==> src/logic/qei_pkg.sv <==
// package for the quadrature encoder interface: register map, fields, constants
package qei_pkg;
    // register byte offsets
    localparam logic [3:0] QEI_OFF_CTRL = 4'h0;
    localparam logic [3:0] QEI_OFF_FILT = 4'h4;
    localparam logic [3:0] QEI_OFF_POS = 4'h8;
    localparam logic [3:0] QEI_OFF_MAX = 4'hC;
    // encoder_control field positions
    localparam int QEI_B_ERR = 15;
    localparam int QEI_B_IDX = 12;
    localparam int QEI_B_DIR = 11;
    localparam int QEI_B_MODE = 8;
    localparam int QEI_B_SWAP = 7;
    localparam int QEI_B_GATE = 5;
    localparam int QEI_B_PS = 3;
    localparam int QEI_B_INDEX_RESET_ENABLE = 2;
    localparam int QEI_B_TCS = 1;
    localparam int QEI_B_DSRC = 0;
    // encoder_filter_control field positions
    localparam int QEI_B_IMV = 9;
    localparam int QEI_B_COUNT_ERROR_IRQ_DISABLE = 8;
    localparam int QEI_B_FOE = 7;
    localparam int QEI_B_FCK = 4;
    // reset values
    localparam logic [15:0] QEI_CTRL_RST = 16'h0000;
    localparam logic [15:0] QEI_FILT_RST = 16'h0000;
    localparam logic [15:0] QEI_MAX_RST = 16'hFFFF;
    // filter needs this many equal samples
    localparam int QEI_FILT_LEN = 3;
    // operating modes
    typedef enum logic [2:0] {
        QEI_M_OFF = 3'b000,
        QEI_M_TMR = 3'b001,
        QEI_M_UN2 = 3'b010,
        QEI_M_UN3 = 3'b011,
        QEI_M_X2I = 3'b100,
        QEI_M_X2M = 3'b101,
        QEI_M_X4I = 3'b110,
        QEI_M_X4M = 3'b111
    } qei_mode_e;
    // encoder pins grouped
    typedef struct packed {
        logic idx;
        logic b;
        logic a;
    } qei_pins_s;
endpackage

==> src/logic/qei_filter.sv <==
// digital noise filter for one encoder input
`timescale 1ns/10ps
module qei_filter
(
    input wire logic aclk,
    input wire logic aresetn,
    input wire logic tick,
    input wire logic enable,
    input wire logic din,
    output logic dout
);
    import qei_pkg::*;
    logic [QEI_FILT_LEN-1:0] hist_r;
    logic filt_r;

    // shift in a sample on each filter tick
    always_ff @(posedge aclk)
    begin
        if (!aresetn)
            hist_r <= '0;
        else if (tick)
            hist_r <= {hist_r[QEI_FILT_LEN-2:0], din};
    end

    // output changes only after a run of equal samples
    always_ff @(posedge aclk)
    begin
        if (!aresetn)
            filt_r <= 1'b0;
        else if (&hist_r)
            filt_r <= 1'b1;
        else if (~|hist_r)
            filt_r <= 1'b0;
    end

    // bypass when filtering is off
    assign dout = enable ? filt_r : din;
endmodule

==> src/logic/qei_top.sv <==
// quadrature encoder interface with timer mode and axi4-lite registers
// Notes on behaviour
// - 16-bit position counter counts up or down from phases A, B and index
// - mode 111: x4 decode, counter resets on maximum count match
// - mode 110: x4 decode, counter resets on index pulse
// - mode 101: x2 decode, counter resets on maximum count match
// - mode 100: x2 decode, counter resets on index pulse
// - modes 011 and 010 leave the module disabled
// - mode 001 runs the counter as a general 16-bit timer
// - mode 000 turns off both decoder and timer
// - index resets counter only with index reset enable, modes 100/110
// - phase swap exchanges A and B before decoding
// - direction bit writable in timer mode, reports decoded direction otherwise
// - timer mode: direction from phase B pin or software bit
// - direction source bit ignored in quadrature modes
// - gate enable: timer accumulates only while gate input is high
// - timer prescale 1:1, 1:8, 1:64, 1:256
// - timer clock source: phase A rising edges or internal clock
//
// The register offsets and the AXI4-Lite slave port were decided locally.
`timescale 1ns/10ps
module qei_top
(
    input wire logic aclk,
    input wire logic aresetn,
    input wire logic [3:0] s_axi_awaddr,
    input wire logic s_axi_awvalid,
    output logic s_axi_awready,
    input wire logic [31:0] s_axi_wdata,
    input wire logic [3:0] s_axi_wstrb,
    input wire logic s_axi_wvalid,
    output logic s_axi_wready,
    output logic [1:0] s_axi_bresp,
    output logic s_axi_bvalid,
    input wire logic s_axi_bready,
    input wire logic [3:0] s_axi_araddr,
    input wire logic s_axi_arvalid,
    output logic s_axi_arready,
    output logic [31:0] s_axi_rdata,
    output logic [1:0] s_axi_rresp,
    output logic s_axi_rvalid,
    input wire logic s_axi_rready,
    input wire qei_pkg::qei_pins_s enc_pins,
    input wire logic gate_in,
    output logic count_error_irq,
    output logic count_dir
);
    import qei_pkg::*;

    // ==================================================================
    // register state
    logic [15:0] ctrl_r;
    logic [15:0] filt_r;
    logic [15:0] maximum_count_value_r;
    logic [15:0] pos_r;
    logic err_r;
    logic dir_r;
    qei_mode_e mode;
    logic quad_mode;
    logic idx_mode;
    logic x4_mode;
    logic tmr_mode;

    assign mode = qei_mode_e'(ctrl_r[QEI_B_MODE+:3]);
    assign quad_mode = ctrl_r[QEI_B_MODE+2];
    assign x4_mode = quad_mode && ctrl_r[QEI_B_MODE+1];
    assign idx_mode = quad_mode && !ctrl_r[QEI_B_MODE];
    assign tmr_mode = (mode == QEI_M_TMR);

    // ==================================================================
    // input synchronisers
    qei_pins_s sync1_r;
    qei_pins_s sync2_r;
    logic gate1_r;
    logic gate2_r;

    // two flops on every pin before use
    always_ff @(posedge aclk)
    begin
        if (!aresetn)
        begin
            sync1_r <= '0;
            sync2_r <= '0;
            gate1_r <= 1'b0;
            gate2_r <= 1'b0;
        end
        else
        begin
            sync1_r <= enc_pins;
            sync2_r <= sync1_r;
            gate1_r <= gate_in;
            gate2_r <= gate1_r;
        end
    end

    // ==================================================================
    // noise filters
    logic [7:0] fdiv_r;
    logic ftick;
    logic [2:0] fck;
    logic [3:0] fexp;
    qei_pins_s fpins;

    // filter sample divider
    always_ff @(posedge aclk)
    begin
        if (!aresetn)
            fdiv_r <= '0;
        else
            fdiv_r <= fdiv_r + 8'h01;
    end

    // tick every 2^exp clocks; codes above 010 skip the 1:8 step
    assign fck = filt_r[QEI_B_FCK+:3];
    assign fexp = (fck > 3'd2) ? {1'b0, fck} + 4'h1 : {1'b0, fck};
    assign ftick = ((9'(fdiv_r) & ((9'h001 << fexp) - 9'h001)) == 9'h000);

    qei_filter u_filt_a (.aclk(aclk), .aresetn(aresetn), .tick(ftick),
        .enable(filt_r[QEI_B_FOE]), .din(sync2_r.a), .dout(fpins.a));
    qei_filter u_filt_b (.aclk(aclk), .aresetn(aresetn), .tick(ftick),
        .enable(filt_r[QEI_B_FOE]), .din(sync2_r.b), .dout(fpins.b));
    qei_filter u_filt_i (.aclk(aclk), .aresetn(aresetn), .tick(ftick),
        .enable(filt_r[QEI_B_FOE]), .din(sync2_r.idx), .dout(fpins.idx));

    // ==================================================================
    // quadrature decode
    logic pa;
    logic pb;
    logic pa_q_r;
    logic pb_q_r;
    logic idx_q_r;
    logic step;
    logic step_dir;
    logic idx_rise;
    logic idx_match;

    assign pa = ctrl_r[QEI_B_SWAP] ? fpins.b : fpins.a;
    assign pb = ctrl_r[QEI_B_SWAP] ? fpins.a : fpins.b;

    // previous phase states
    always_ff @(posedge aclk)
    begin
        if (!aresetn)
        begin
            pa_q_r <= 1'b0;
            pb_q_r <= 1'b0;
            idx_q_r <= 1'b0;
        end
        else
        begin
            pa_q_r <= pa;
            pb_q_r <= pb;
            idx_q_r <= fpins.idx;
        end
    end

    // x4 counts every edge, x2 only phase A edges
    assign step = quad_mode && ((pa ^ pa_q_r) || (x4_mode && (pb ^ pb_q_r)));
    assign step_dir = (pa ^ pa_q_r) ? (pa ^ pb) : !(pa ^ pb);
    assign idx_rise = fpins.idx && !idx_q_r;

    // index phase qualification
    always_comb
    begin
        if (x4_mode)
            idx_match = (pb == filt_r[QEI_B_IMV+1]) && (pa == filt_r[QEI_B_IMV]);
        else
            idx_match = ((filt_r[QEI_B_IMV+1] ? pb : pa) == filt_r[QEI_B_IMV]);
    end

    logic idx_reset;
    assign idx_reset = idx_mode && ctrl_r[QEI_B_INDEX_RESET_ENABLE] && idx_rise && idx_match;

    // ==================================================================
    // timer clocking
    logic [7:0] pre_r;
    logic [7:0] pre_lim;
    logic tclk_evt;
    logic tmr_tick;
    logic tmr_up;

    // prescale limit per code
    always_comb
    begin
        unique case (ctrl_r[QEI_B_PS+:2])
            2'b00: pre_lim = 8'h00;
            2'b01: pre_lim = 8'h07;
            2'b10: pre_lim = 8'h3F;
            2'b11: pre_lim = 8'hFF;
        endcase
    end

    assign tclk_evt = ctrl_r[QEI_B_TCS] ? (pa && !pa_q_r) : 1'b1;
    assign tmr_up = ctrl_r[QEI_B_DSRC] ? pb : dir_r;

    // prescaler counter, held while gated off
    always_ff @(posedge aclk)
    begin
        if (!aresetn || !tmr_mode)
            pre_r <= '0;
        else if (tclk_evt && (!ctrl_r[QEI_B_GATE] || gate2_r))
            pre_r <= (pre_r >= pre_lim) ? 8'h00 : pre_r + 8'h01;
    end

    // at or above the limit: a smaller prescale set mid-count never strands the counter
    assign tmr_tick = tmr_mode && tclk_evt && (!ctrl_r[QEI_B_GATE] || gate2_r)
        && (pre_r >= pre_lim);

    // ==================================================================
    // axi4-lite slave
    logic aw_got_r;
    logic w_got_r;
    logic [3:0] awaddr_r;
    logic [31:0] wdata_r;
    logic [3:0] wstrb_r;
    logic wr_do;

    assign s_axi_awready = !aw_got_r && !s_axi_bvalid;
    assign s_axi_wready = !w_got_r && !s_axi_bvalid;
    assign s_axi_bresp = 2'b00;
    assign wr_do = aw_got_r && w_got_r && !s_axi_bvalid;

    // latch address and data in either order
    always_ff @(posedge aclk)
    begin
        if (!aresetn)
        begin
            aw_got_r <= 1'b0;
            w_got_r <= 1'b0;
            awaddr_r <= '0;
            wdata_r <= '0;
            wstrb_r <= '0;
            s_axi_bvalid <= 1'b0;
        end
        else
        begin
            if (s_axi_awvalid && s_axi_awready)
            begin
                aw_got_r <= 1'b1;
                awaddr_r <= s_axi_awaddr;
            end
            if (s_axi_wvalid && s_axi_wready)
            begin
                w_got_r <= 1'b1;
                wdata_r <= s_axi_wdata;
                wstrb_r <= s_axi_wstrb;
            end
            if (wr_do)
            begin
                aw_got_r <= 1'b0;
                w_got_r <= 1'b0;
                s_axi_bvalid <= 1'b1;
            end
            else if (s_axi_bready)
                s_axi_bvalid <= 1'b0;
        end
    end

    // merge byte lanes into a 16-bit register
    function automatic logic [15:0] qei_merge(input logic [15:0] old, input logic [31:0] d,
        input logic [3:0] s);
        qei_merge = {s[1] ? d[15:8] : old[15:8], s[0] ? d[7:0] : old[7:0]};
    endfunction

    logic wr_ctrl;
    logic wr_pos;
    logic [15:0] ctrl_w;
    assign wr_ctrl = wr_do && (awaddr_r[3:2] == QEI_OFF_CTRL[3:2]);
    assign wr_pos = wr_do && (awaddr_r[3:2] == QEI_OFF_POS[3:2]);
    assign ctrl_w = qei_merge(ctrl_r, wdata_r, wstrb_r);

    // control, filter and maximum count registers
    always_ff @(posedge aclk)
    begin
        if (!aresetn)
        begin
            ctrl_r <= QEI_CTRL_RST;
            filt_r <= QEI_FILT_RST;
            maximum_count_value_r <= QEI_MAX_RST;
        end
        else if (wr_do)
        begin
            if (wr_ctrl)
                ctrl_r <= ctrl_w;
            if (awaddr_r[3:2] == QEI_OFF_FILT[3:2])
                filt_r <= qei_merge(filt_r, wdata_r, wstrb_r) & 16'h07F0;
            if (awaddr_r[3:2] == QEI_OFF_MAX[3:2])
                maximum_count_value_r <= qei_merge(maximum_count_value_r, wdata_r, wstrb_r);
        end
    end

    // direction: software in timer mode, decoded otherwise
    always_ff @(posedge aclk)
    begin
        if (!aresetn)
            dir_r <= 1'b0;
        else if (quad_mode && step)
            dir_r <= step_dir;
        else if (tmr_mode && wr_ctrl)
            dir_r <= ctrl_w[QEI_B_DIR];
    end

    // position counter
    always_ff @(posedge aclk)
    begin
        if (!aresetn)
            pos_r <= '0;
        else if (wr_pos)
            pos_r <= qei_merge(pos_r, wdata_r, wstrb_r);
        else if (idx_reset)
            pos_r <= '0;
        else if (step)
        begin
            if (!idx_mode && step_dir && pos_r == maximum_count_value_r)
                pos_r <= '0;
            else if (!idx_mode && !step_dir && pos_r == 16'h0000)
                pos_r <= maximum_count_value_r;
            else
                pos_r <= step_dir ? pos_r + 16'h0001 : pos_r - 16'h0001;
        end
        else if (tmr_tick)
            pos_r <= tmr_up ? pos_r + 16'h0001 : pos_r - 16'h0001;
    end

    // count error: wrap in index mode without index; set wins over clear
    logic err_evt;
    assign err_evt = idx_mode && step && !idx_reset &&
        ((step_dir && pos_r == 16'hFFFF) || (!step_dir && pos_r == 16'h0000));
    always_ff @(posedge aclk)
    begin
        if (!aresetn)
            err_r <= 1'b0;
        else if (err_evt)
            err_r <= 1'b1;
        else if (wr_ctrl && !ctrl_w[QEI_B_ERR])
            err_r <= 1'b0;
    end

    assign count_error_irq = err_r && !filt_r[QEI_B_COUNT_ERROR_IRQ_DISABLE];
    assign count_dir = dir_r;

    // read channel
    logic [15:0] ctrl_rd;
    always_comb
    begin
        ctrl_rd = ctrl_r & 16'h27BF;
        ctrl_rd[QEI_B_ERR] = err_r;
        ctrl_rd[QEI_B_IDX] = fpins.idx;
        ctrl_rd[QEI_B_DIR] = dir_r;
    end

    assign s_axi_arready = !s_axi_rvalid;
    assign s_axi_rresp = 2'b00;
    always_ff @(posedge aclk)
    begin
        if (!aresetn)
        begin
            s_axi_rvalid <= 1'b0;
            s_axi_rdata <= '0;
        end
        else if (s_axi_arvalid && s_axi_arready)
        begin
            s_axi_rvalid <= 1'b1;
            unique case (s_axi_araddr[3:2])
                QEI_OFF_CTRL[3:2]: s_axi_rdata <= {16'h0000, ctrl_rd};
                QEI_OFF_FILT[3:2]: s_axi_rdata <= {16'h0000, filt_r};
                QEI_OFF_POS[3:2]: s_axi_rdata <= {16'h0000, pos_r};
                QEI_OFF_MAX[3:2]: s_axi_rdata <= {16'h0000, maximum_count_value_r};
            endcase
        end
        else if (s_axi_rready)
            s_axi_rvalid <= 1'b0;
    end

    // ==================================================================
    // assertions
    a_idx_clears_pos: assert property (@(posedge aclk) disable iff (!aresetn)
        (idx_reset && !wr_pos) |=> pos_r == 16'h0000)
        else $error("index reset did not clear position");
    a_off_holds_pos: assert property (@(posedge aclk) disable iff (!aresetn)
        (!quad_mode && !tmr_mode && !wr_pos) |=> $stable(pos_r))
        else $error("position moved while module off");
    a_max_wraps: assert property (@(posedge aclk) disable iff (!aresetn)
        (quad_mode && !idx_mode && step && step_dir && pos_r == maximum_count_value_r && !wr_pos)
        |=> pos_r == 16'h0000)
        else $error("max count match did not reset");
    a_err_sticky: assert property (@(posedge aclk) disable iff (!aresetn)
        err_evt |=> err_r)
        else $error("count error flag not set");
    a_irq_mask: assert property (@(posedge aclk) disable iff (!aresetn)
        filt_r[QEI_B_COUNT_ERROR_IRQ_DISABLE] |-> !count_error_irq)
        else $error("count error irq not suppressed");
    a_swap_pins: assert property (@(posedge aclk) disable iff (!aresetn)
        ctrl_r[QEI_B_SWAP] |-> (pa == fpins.b && pb == fpins.a))
        else $error("phase swap not applied");
    a_gate_blocks: assert property (@(posedge aclk) disable iff (!aresetn)
        (tmr_mode && ctrl_r[QEI_B_GATE] && !gate2_r) |-> !tmr_tick)
        else $error("timer counted while gated");
    a_presc_one: assert property (@(posedge aclk) disable iff (!aresetn)
        (tmr_mode && ctrl_r[QEI_B_PS+:2] == 2'b00 && !ctrl_r[QEI_B_TCS]
        && (!ctrl_r[QEI_B_GATE] || gate2_r))
        |-> tmr_tick)
        else $error("1:1 prescale missed a tick");
    a_rd_answer: assert property (@(posedge aclk) disable iff (!aresetn)
        (s_axi_arvalid && s_axi_arready) |=> s_axi_rvalid)
        else $error("read answer late");
endmodule

==> config.mk <==
export PLATFORM = sky130hd
export DESIGN_NAME = qei_top
export DESIGN_NICKNAME = d
export VERILOG_FILES = /design/src/logic/qei_pkg.sv /design/src/logic/qei_filter.sv /design/src/logic/qei_top.sv
export SDC_FILE = /design/constraint.sdc
export NUM_CORES = 1
export LEC_CHECK = 0
export BUFFER_PORTS_ARGS = -buffer_cell sky130_fd_sc_hd__buf_2
export CAP_MARGIN = 20
export CORE_UTILIZATION = 59
export CTS_CLUSTER_SIZE = 8
export DETAILED_ROUTE_END_ITERATION = 16
export PLACE_DENSITY_LB_ADDON = 0.05
export SYNTH_ARGS = -nofsm -noshare
export SYNTH_HDL_FRONTEND = slang
export SYNTH_SLANG_ARGS = --single-unit
==> constraint.sdc <==
create_clock -name aclk -period 3 [get_ports aclk]
set_input_delay 0.3 -clock aclk [delete_from_list [all_inputs] [get_ports aclk]]
set_output_delay 0.3 -clock aclk [all_outputs]
set_load 0.05 [all_outputs]
# ---- Yosys cells after proc, flatten, opt, wreduce, memory -nomap -nowiden
# Cells that the tools add are included.
dict set report word_totals {
  regBits 154
}
dict set report classes {
  addsub 6
  n_lt_le_gt_ge 2
  n_eq_ne 20
  n_shift 1
  muxes 39
  bitwise 5
  reduce_logical 82
}
# operator n
set ops {}
lappend ops {{$mux W16} 8}
lappend ops {{$pmux W32 S4} 1}
lappend ops {{$logic_and A1 B1 Y1} 36}
lappend ops {{$mux W8} 4}
lappend ops {{$pmux W8 S4} 1}
lappend ops {{$reduce_and A3 Y1} 9}
lappend ops {{$mux W1} 24}
lappend ops {{$add A16 B1 Y16 const B} 1}
lappend ops {{$add A8 B1 Y8 const B} 2}
lappend ops {{$eq A16 B16 Y1} 1}
lappend ops {{$eq A16 B16 Y1 const B} 1}
lappend ops {{$logic_not A1 Y1} 16}
lappend ops {{$logic_not A16 Y1} 1}
lappend ops {{$sub A16 B1 Y16 const B} 1}
lappend ops {{$eq A2 B2 Y1 const B} 6}
lappend ops {{$and A8 B9 Y9} 1}
lappend ops {{$logic_not A9 Y1} 1}
lappend ops {{$reduce_or A3 Y1} 3}
lappend ops {{$shl A1 B4 Y9 const A} 1}
lappend ops {{$sub A9 B1 Y9 const B} 1}
lappend ops {{$ge A8 B8 Y1} 1}
lappend ops {{$reduce_bool A2 Y1} 4}
lappend ops {{$eq A2 B1 Y1 const B} 3}
lappend ops {{$logic_not A2 Y1} 3}
lappend ops {{other kinds (13)} 25}

# ---- Longest topological paths before layout
# Gate-level depths: netlist (run 1).
dict set report logic_depth {
  ltp_word 13
  depth_mapped 12
  depth_no_buf 10
}

# ---- Modules after synthesis
# Synthesis (run 1) repeated with hierarchy kept, for this count alone.
dict set report unflattened {
  hier_cells 947
  hier_area_um2 7561.0
}
# module n_inst cells_each area_each_um2 seq_area_each_um2
set modules_own_cells {}
lappend modules_own_cells {qei_top 1 902 7076.8 2422.3}
lappend modules_own_cells {qei_filter 3 15 161.4 80.1}

# ---- Worst setup path after synthesis (run 1)
# Ideal clock, no wire load.
dict set report synth_path {
  path_kind {reg-to-reg}
  from {reg pos_r[1]}
  to {reg pos_r[1]}
  setup_ns 0.059
  arrival_ns 2.506
  required_ns 2.941
  path_slack_ns 0.436
  path_stages_with_launch 10
  period_less_slack_ns 2.564
  path_cell_list {dfxtp_1 -> clkbuf_1 -> inv_1 -> ha_1 -> or4b_1 -> or3_1 -> o21ai_2 -> o221ai_1 -> a2111oi_0 -> o221a_2}
}
dict set report synth_between {
  elab_chain_cells 7
}
# element line
set synth_rtl {}
lappend synth_rtl {{start: declaration} qei_top.sv:55} ;# logic [15:0] pos_r;
lappend synth_rtl {{start signal: assignment} qei_top.sv:309} ;# pos_r <= qei_merge(pos_r, wdata_r, wstrb_r);
lappend synth_rtl {{start signal: assignment} qei_top.sv:317} ;# pos_r <= maximum_count_value_r;
lappend synth_rtl {{start signal: assignment} qei_top.sv:319} ;# pos_r <= step_dir ? pos_r + 16'h0001 : pos_r - 16'h0001;
lappend synth_rtl {{$sub A16 B1 Y16, or another cell as far along} {qei_top.sv:319, qei_top.sv:322}}
lappend synth_rtl {{$mux W16 or $logic_and A1 B1 Y1 (tied branches)} {qei_top.sv:319, qei_top.sv:316}}
lappend synth_rtl {{$mux W16} qei_top.sv:316} ;# else if (!idx_mode && !step_dir && pos_r == 16'h0000)
lappend synth_rtl {{$mux W16} qei_top.sv:314} ;# if (!idx_mode && step_dir && pos_r == maximum_count_value_r)
lappend synth_rtl {{$mux W16 *} qei_top.sv:312} ;# else if (step)
lappend synth_rtl {{$mux W16 *} qei_top.sv:310} ;# else if (idx_reset)
lappend synth_rtl {{$mux W16 *} qei_top.sv:308} ;# else if (wr_pos)
# Mark *: on every way between the ends. The rest lies on a longest branch, timed or not. The select of a mux whose other input is x is not followed.
# A chain may end at the register's enable or synchronous reset.

# ---- Worst setup path after layout (run 1)
# Ends and elaborated chain as after synthesis.

==> key figures, run 1 <==
Run status
  • Status: complete, no violations

Setup path
  • CP max stage cell: a2111oi_0
  • R2R Path End: pos_r[1]
  • CP max stage delay: 0.51 ns
  • Worst Path Class, Setup: reg2reg
  • Worst setup EP type: flip-flop
  • Reg-to-Reg Start: pos_r[1]
  • Crit start category: flip-flop
  • Max Fanout on Critical Path: 5
  • Arrival time of the worst setup path: 3.14 ns
  • Reg2Reg Setup Slack: approximately 0.23 ns
  • Depth of the most critical reg-to-reg path: 8
  • Worst Path Required: 3.37 ns
  • Sequence of cells on the critical path: inv_1, ha_1, or4b_1, or3_1, o21ai_2, o221ai_1, a2111oi_0, o221a_2

Synthesis
  • Post-synthesis sequential area ratio: 33.7%
  • Synth cell types: 67
  • Synth top area cells: dfxtp_1 (34%), nand2_1 (7.5%), mux2i_1 (6.2%)
  • Post-Syn Area per Cell: between 8 and 9 µm²
  • Async S/R FF share, synth: 0%
  • Main synth FF type: dfxtp_1
  • Ys Warns: 0
  • Synth Register Bits: ~130
  • Post-synth top area cell: dfxtp_1
  • Cell Area, Synth: 0.00791 mm²
  • Synth top area share: around a third
  • EDFF count, synth: 0
  • Synthesized instance count: approximately 960

GRT
  • Vias in the first global route: 6801
  • Met2 Usage GRT: 49.5%
  • Initial antenna violation count: 0
  • Pin count of the biggest net entering global routing: 66
  • First-pass GRT wire length: ~35 mm
  • Met3 usage: 7.85%
  • Gr usage total: 32.2%
  • Global route hottest layer: met2
  • Global route overflow: 0
  • GRT met1 Usage: 42.4%

Drt
  • Drt pass-1 iters: 5
  • DRT iter0 DRCs: between 700 and 800
  • DRT Wirelength: 21.9 mm
  • Vias per cell: 6.10
  • Vias: between 7000 and 8000
  • DRC viols: 0
  • WL/cell: between 15 and 20 µm
  • Remaining antenna violation count after routing: 0

Final layout
  • Area Overhead vs Synth: 12.7%
  • Fraction of layout cells with a size suffix above 1: about 15%
  • Post-Layout Cell Count: 1188
  • Core Util, Final: 69.5%
  • Design Area, Final: 0.00891 mm²
  • Nets: 1074
  • Ant diodes: 0

STA
  • Unrepaired setup endpoints after global routing: no
  • Relative slew slack: 50.1%
  • Fin. max-slew vios: 0
  • Clk_skew: 0.0105 ns
  • Maximum clock frequency: 0.361 GHz
  • Worst Tran Pin Value: ~0.74 ns
  • Total Neg Setup Slack: 0 ns
  • Min Clock Period, post-route: approximately 2.8 ns
  • Endpoints failing setup: 0
  • Final number of hold-violating endpoints: 0
  • Crit share post-route: 92.4%

Die
  • Top-Level Pins: 98
  • FP Rows: 41
  • Chip Width: 118 µm
  • Die height: 118 µm
  • Core ar.: 0.0128 mm²
  • Die ar.: 0.0139 mm²
  • Initial Utilization: 61.7%

Pwr
  • Pleak: 3.72 nW
  • Power Density: between 500 and 600 mW/mm²
  • Worst-case vdd ir drop: between 400 and 500 µV

CTS
  • Post-cts sizing count: 0
  • CTS tree: done
  • CTS buffer count: 17
  • Depth of the CTS H-tree: 4
  • Clk sinks: 133
  • Clock Tree Root: clkbuf_16
  • Clock buffer depth: 2
  • Clock latency on the worst-skew pair: between 0.4 and 0.5 ns
  • Clock-pin transition on the worst setup and hold timing paths: ~0.06 ns

Place
  • DP HPWL: around 16 mm
  • Number of port buffers: 55
  • Gpl congestion: 0.956
  • Placed Cells incl. Taps: around 1200
  • Placed cell area: around 0.0083 mm²

Hold path
  • Hold EP: gate1_r
  • Hold wc startpoint: gate_in
  • Hold Path Class: in2reg
  • Worst Hold Depth: 2

Job
  • Max Cap Viol: 0
## synthesized netlist by cell type (all sizes together), types with 3 or more instances
| cell | count |
|---|---|
| nand3 | 38 |
| nor3 | 14 |
| nor3b | 14 |
| inv | 24 |
| clkbuf | 47 |
| o21a | 4 |
| nor2 | 44 |
| a21boi | 45 |
| nor4 | 17 |
| o211ai | 9 |
| a31oi | 13 |
| nand4 | 11 |
| dfxtp | 133 |
| xnor2 | 23 |
| nand2b | 6 |
| o2111ai | 3 |
| or3 | 6 |
| xor2 | 31 |
| o22ai | 6 |
| and3 | 8 |
| nand2 | 158 |
| o311ai | 3 |
| o32a | 3 |
| o21ai | 61 |
| o221a | 3 |
| a21o | 6 |
| mux2i | 50 |
| nor2b | 16 |
| or4 | 4 |
| a21oi | 20 |
| o31ai | 5 |
| a221oi | 9 |
| and2 | 21 |
| mux2 | 9 |
| a22oi | 3 |
| a211oi | 3 |
| o211a | 4 |
| mux4 | 8 |
| ha | 16 |
| buf | 37 |
## metrics by stage
step                setup WS, ns  hold slack, ns  power, mW
finish                     0.227          0.0805       4.48
global route              0.0787          0.0757       4.64
CTS                        0.213          0.0686       4.49
detailed placement         0.235           0.423       2.49
global placement           0.311           0.417       2.48
floorplan                  0.436           0.412       2.36
## report_power, final
part | total [mW] | switching [mW] | internal, mW
combinational | 0.587 | 0.394 | 0.193
clock | 2.02 | 0.840 | 1.18
sequential | 1.88 | 0.0582 | 1.82
total | 4.48 | 1.29 | 3.19
## cell type report
cell class	count	area [µm²]
clock buffers	20	447
clock inverters	12	119
fillers	1070	3910
inverters	24	90.1
multi-input cells	734	4800
flip-flops and latches	133	2660
well taps	172	215
repair buffers	93	576
## flip-flops by register name, summed over array words and instances (netlist names), 7 cells and up
signal,cells
maximum_count_value_r,16
pos_r,16
s_axi_rdata,16
wdata_r,16
ctrl_r,13
fdiv_r,8
pre_r,8
filt_r,7
## worst max path at each step
stage | start | end | slack [ns]
after detailed placement | filt_r[5] | u_filt_a.hist_r[2] | 0.24
after floorplan | pos_r[1] | pos_r[1] | 0.44
final | pos_r[1] | pos_r[1] | 0.23
after CTS | filt_r[5] | u_filt_a.hist_r[1] | 0.21
after global placement | pos_r[1] | pos_r[1] | 0.31
after global routing | pos_r[1] | pos_r[1] | 0.08
## placed cells by master (no fill, tap or decap), drive strengths merged, types with 9 or more instances in the layout
master  count
nor2       44
buf        93
o211ai      9
conb       20
dfxtp     133
a21oi      20
a31oi      13
nor3       14
nand3      38
ha         16
xnor2      23
clkbuf     20
inv        30
nor3b      14
nand2     158
a21boi     45
o21ai      61
mux2        9
mux2i      50
and2       21
nand4      11
a221oi      9
nor4       17
nor2b      16
xor2       31
## layer usage
layer  routed length (µm)  vias up
met1                 9600     3456
met2                10100      284
li1                     -     3450
met3                 1400       55
met5                    0        -
met4                  789        0
## worst max-delay path: cells and delay by family, from the launching register on
| kind | cells | cell delay, ns |
|---|---|---|
| fa+ha+maj | 1 | 0.17 |
| flops | 1 | 0.31 |
| buf+inv | 1 | 0.14 |
| compound gates | 4 | 1.23 |
| simple gates | 2 | 0.87 |
## timing repair
item	CTS	global route
hold buffers	0	0
setup buffers	0	1
setup endpoints to repair	0	9
## cells by family (layout without fill, tap and decap cells)
kind of cell | Yosys count | in the layout | share of synthesized area [%]
compound gates | 212 | 212 | 18.9
xor+xnor | 54 | 54 | 6.07
fa+ha+maj | 16 | 16 | 2.53
buf+inv | 108 | 149 | 6.57
flops | 133 | 133 | 33.7
mux | 67 | 67 | 9.98
other cells | 1 | 20 | 0.0474
simple gates | 365 | 365 | 22.2
Power figures use the tool's default switching activity.
==> run 2, diff against run 1 <==
--- a/config.mk
+++ b/config.mk
@@ -7,7 +7,7 @@
 export LEC_CHECK = 0
 export BUFFER_PORTS_ARGS = -buffer_cell sky130_fd_sc_hd__buf_2
 export CAP_MARGIN = 20
-export CORE_UTILIZATION = 59
+export CORE_UTILIZATION = 40
 export CTS_CLUSTER_SIZE = 8
 export DETAILED_ROUTE_END_ITERATION = 16
 export PLACE_DENSITY_LB_ADDON = 0.05
==> run 2 against run 1 <==
Fmax shrank 4.0%. Setup slack lost 0.12 ns. Critical path type unchanged. Wire length grew 7.0%. Cell count grew 8.7%. First-iteration DRC count shrank 35%. Largest cell class unchanged. Global-route usage shrank 7.9 points. Register-to-register slack lost 0.12 ns.
==> key figures, run 2 (synthesis results as in run 1) <==
Run status
  • Status: complete, no violations

Final layout
  • Commonest non-fill, non-tap cells in the layout: nand2_1 (158), dfxtp_1 (133), o21ai_0 (56), buf_2 (54)
  • Area of the multi-input gates: 0.00481 mm²
  • Most common cell after layout, fill and taps aside: nand2_1
  • Nets: 1085
  • Ant diodes: 0
  • Number of fill cells: between 1500 and 2000
  • Fraction of layout cells with a size suffix above 1: roughly 16%
  • Area Overhead vs Synth: 15.9%
  • Storage cell area: 0.00266 mm²

GRT
  • First-pass GRT wire length: 37.2 mm
  • Vias in the first global route: 6476
  • Pin count of the biggest net entering global routing: 75
  • Initial antenna violation count: 0
  • Global route overflow: 0
  • Gr usage total: between 20% and 30%

CTS
  • Clock buffer depth: 2
  • Clock-pin transition on the worst setup and hold timing paths: roughly 0.070 ns
  • Clock Tree Root: clkbuf_16
  • Depth of the CTS H-tree: 4
  • Clk sinks: 133
  • CTS buffer count: 17
  • CTS hold repair buffers: 0
  • CTS tree: done
  • Clock latency on the worst-skew pair: approximately 0.43 ns
  • Setup bufs post-CTS: 0

STA
  • Total Neg Setup Slack: 0 ns
  • Relative slew slack: 40.8%
  • WHS: about 0.08 ns
  • Clk_skew: 0.0103 ns
  • Endpoints failing setup: 0
  • Crit share post-route: between 90% and 100%
  • Unrepaired setup endpoints after global routing: no
  • Final number of hold-violating endpoints: 0
  • Min Clock Period, post-route: 2.89 ns
  • Worst Slack Setup Final: about 0.11 ns
  • Maximum clock frequency: 0.346 GHz
  • Worst Tran Pin Value: roughly 0.9 ns
  • Fin. max-slew vios: 0

Place
  • DP HPWL: 17.1 mm
  • Number of port buffers: 55
  • Gpl congestion: between 0.8 and 0.9
  • Place WS: roughly 0.19 ns

Setup path
  • CP max stage delay: 0.68 ns
  • Arrival time of the worst setup path: 3.20 ns
  • CP max stage cell: mux4_2
  • Sequence of cells on the critical path: mux4_2, xnor2_2, buf_4, mux2_2, or3b_2, o2111ai_1, a31oi_1
  • Crit start category: flip-flop
  • Worst Path Required: 3.31 ns
  • Depth of the most critical reg-to-reg path: 7
  • R2R Path End: pos_r[13]
  • Worst Path Class, Setup: reg2reg
  • Reg-to-Reg Start: ctrl_r[7]
  • Worst setup EP type: flip-flop
  • Max Fanout on Critical Path: 7
  • Reg2Reg Setup Slack: roughly 0.11 ns

Hold path
  • Hold wc startpoint: enc_pins[0]
  • Hold Path Class: in2reg
  • Hold EP: sync1_r[0]
  • Worst Hold Depth: 2

Die
  • Core ar.: 0.0194 mm²
  • FP Rows: just over 50
  • Top-Level Pins: 98
  • Initial Utilization: just over 40%
  • Chip Width: around 140 µm
  • Die ar.: just over 0.02 mm²
  • Die height: 143 µm

Drt
  • Vias: 6971
  • DRT Wirelength: 23.4 mm
  • DRC viols: 0
  • Drt pass-1 iters: 5
  • WL/cell: 18.2 µm
  • DRT iter0 DRCs: about 490
  • Remaining antenna violation count after routing: 0
  • Vias per cell: between 5 and 6

Pwr
  • Power Density: roughly 500 mW/mm²
  • Worst-case vdd ir drop: around 380 µV
  • Design Power: roughly 4.7 mW
  • Pleak: 3.80 nW

Job
  • Max Cap Viol: 0
[run 2: cell count changes in the layout (fill, tap and decap cells not counted), sizes merged]
| cell | change |
|---|---|
| clkinvlp | +1 |
| buf | +11 |
| clkinv | -3 |
| inv | +2 |
| clkbuf | -3 |
| bufinv | +2 |
[run 2: per-layer routing]
| metal | vias up | share of wire (%) | track usage, % |
|---|---|---|---|
| li1 | 3468 | - | - |
| met1 | 3315 | 50 | 35.5 |
| met2 | 167 | 45 | 37.0 |
| met3 | 21 | 4.6 | 3.92 |
| met4 | 0 | 1.1 | 5.32 |
| met5 | - | 0 | 0 |
[run 2: per-stage QoR]
stage                     cells  utilization, %  cell area (µm²)
after detailed placement   1260            44.1             8550
after floorplan             975               -             7980
final                      1291            47.2             9160
after global placement     1260            44.1             8550
after global routing       1291            47.2             9160
after CTS                  1291            47.2             9160
[run 2: worst max-delay path, delay by kind of cell (launching register included)]
kind	cells	cell delay, ns
AO/OA/AOI/OAI	2	0.21
XOR/XNOR	1	0.41
buffers and inverters	1	0.25
flip-flops	1	0.43
multiplexers	2	1.03
AND/OR/NAND/NOR	1	0.44
[run 2: timing repair]
action	CTS	global route
endpoints found under the hold margin	0	0
gates resized for setup	0	1
endpoints found under the setup margin	0	2
[run 2: area by class of cell]
cell class,count,area share (%)
clock buffers,17,4.64
clock inverters,14,2.05
inverters,24,0.983
multi-input cells,734,52.5
flip-flops and latches,133,29.1
well taps,265,3.62
repair buffers,104,7.18
[run 2: worst max-delay path by stage]
stage | from | to | slack, ns | cells after the start
floorplan | pos_r[1] | pos_r[1] | 0.44 | 9
global placement | ctrl_r[7] | pos_r[13] | 0.24 | 7
detailed placement | ctrl_r[7] | pos_r[13] | 0.19 | 7
CTS | ctrl_r[7] | pos_r[13] | 0.18 | 7
global route | ctrl_r[7] | pos_r[13] | 0.03 | 7
finish | ctrl_r[7] | pos_r[13] | 0.11 | 7
[run 2: where the power goes]
| part | leakage, nW | total, mW | switching [mW] | internal, mW |
|---|---|---|---|---|
| sequential | 1.08 | 1.87 | 0.0536 | 1.82 |
| clock | 0.292 | 2.22 | 0.893 | 1.33 |
| combinational | 2.42 | 0.601 | 0.402 | 0.198 |
| total | 3.80 | 4.70 | 1.35 | 3.35 |
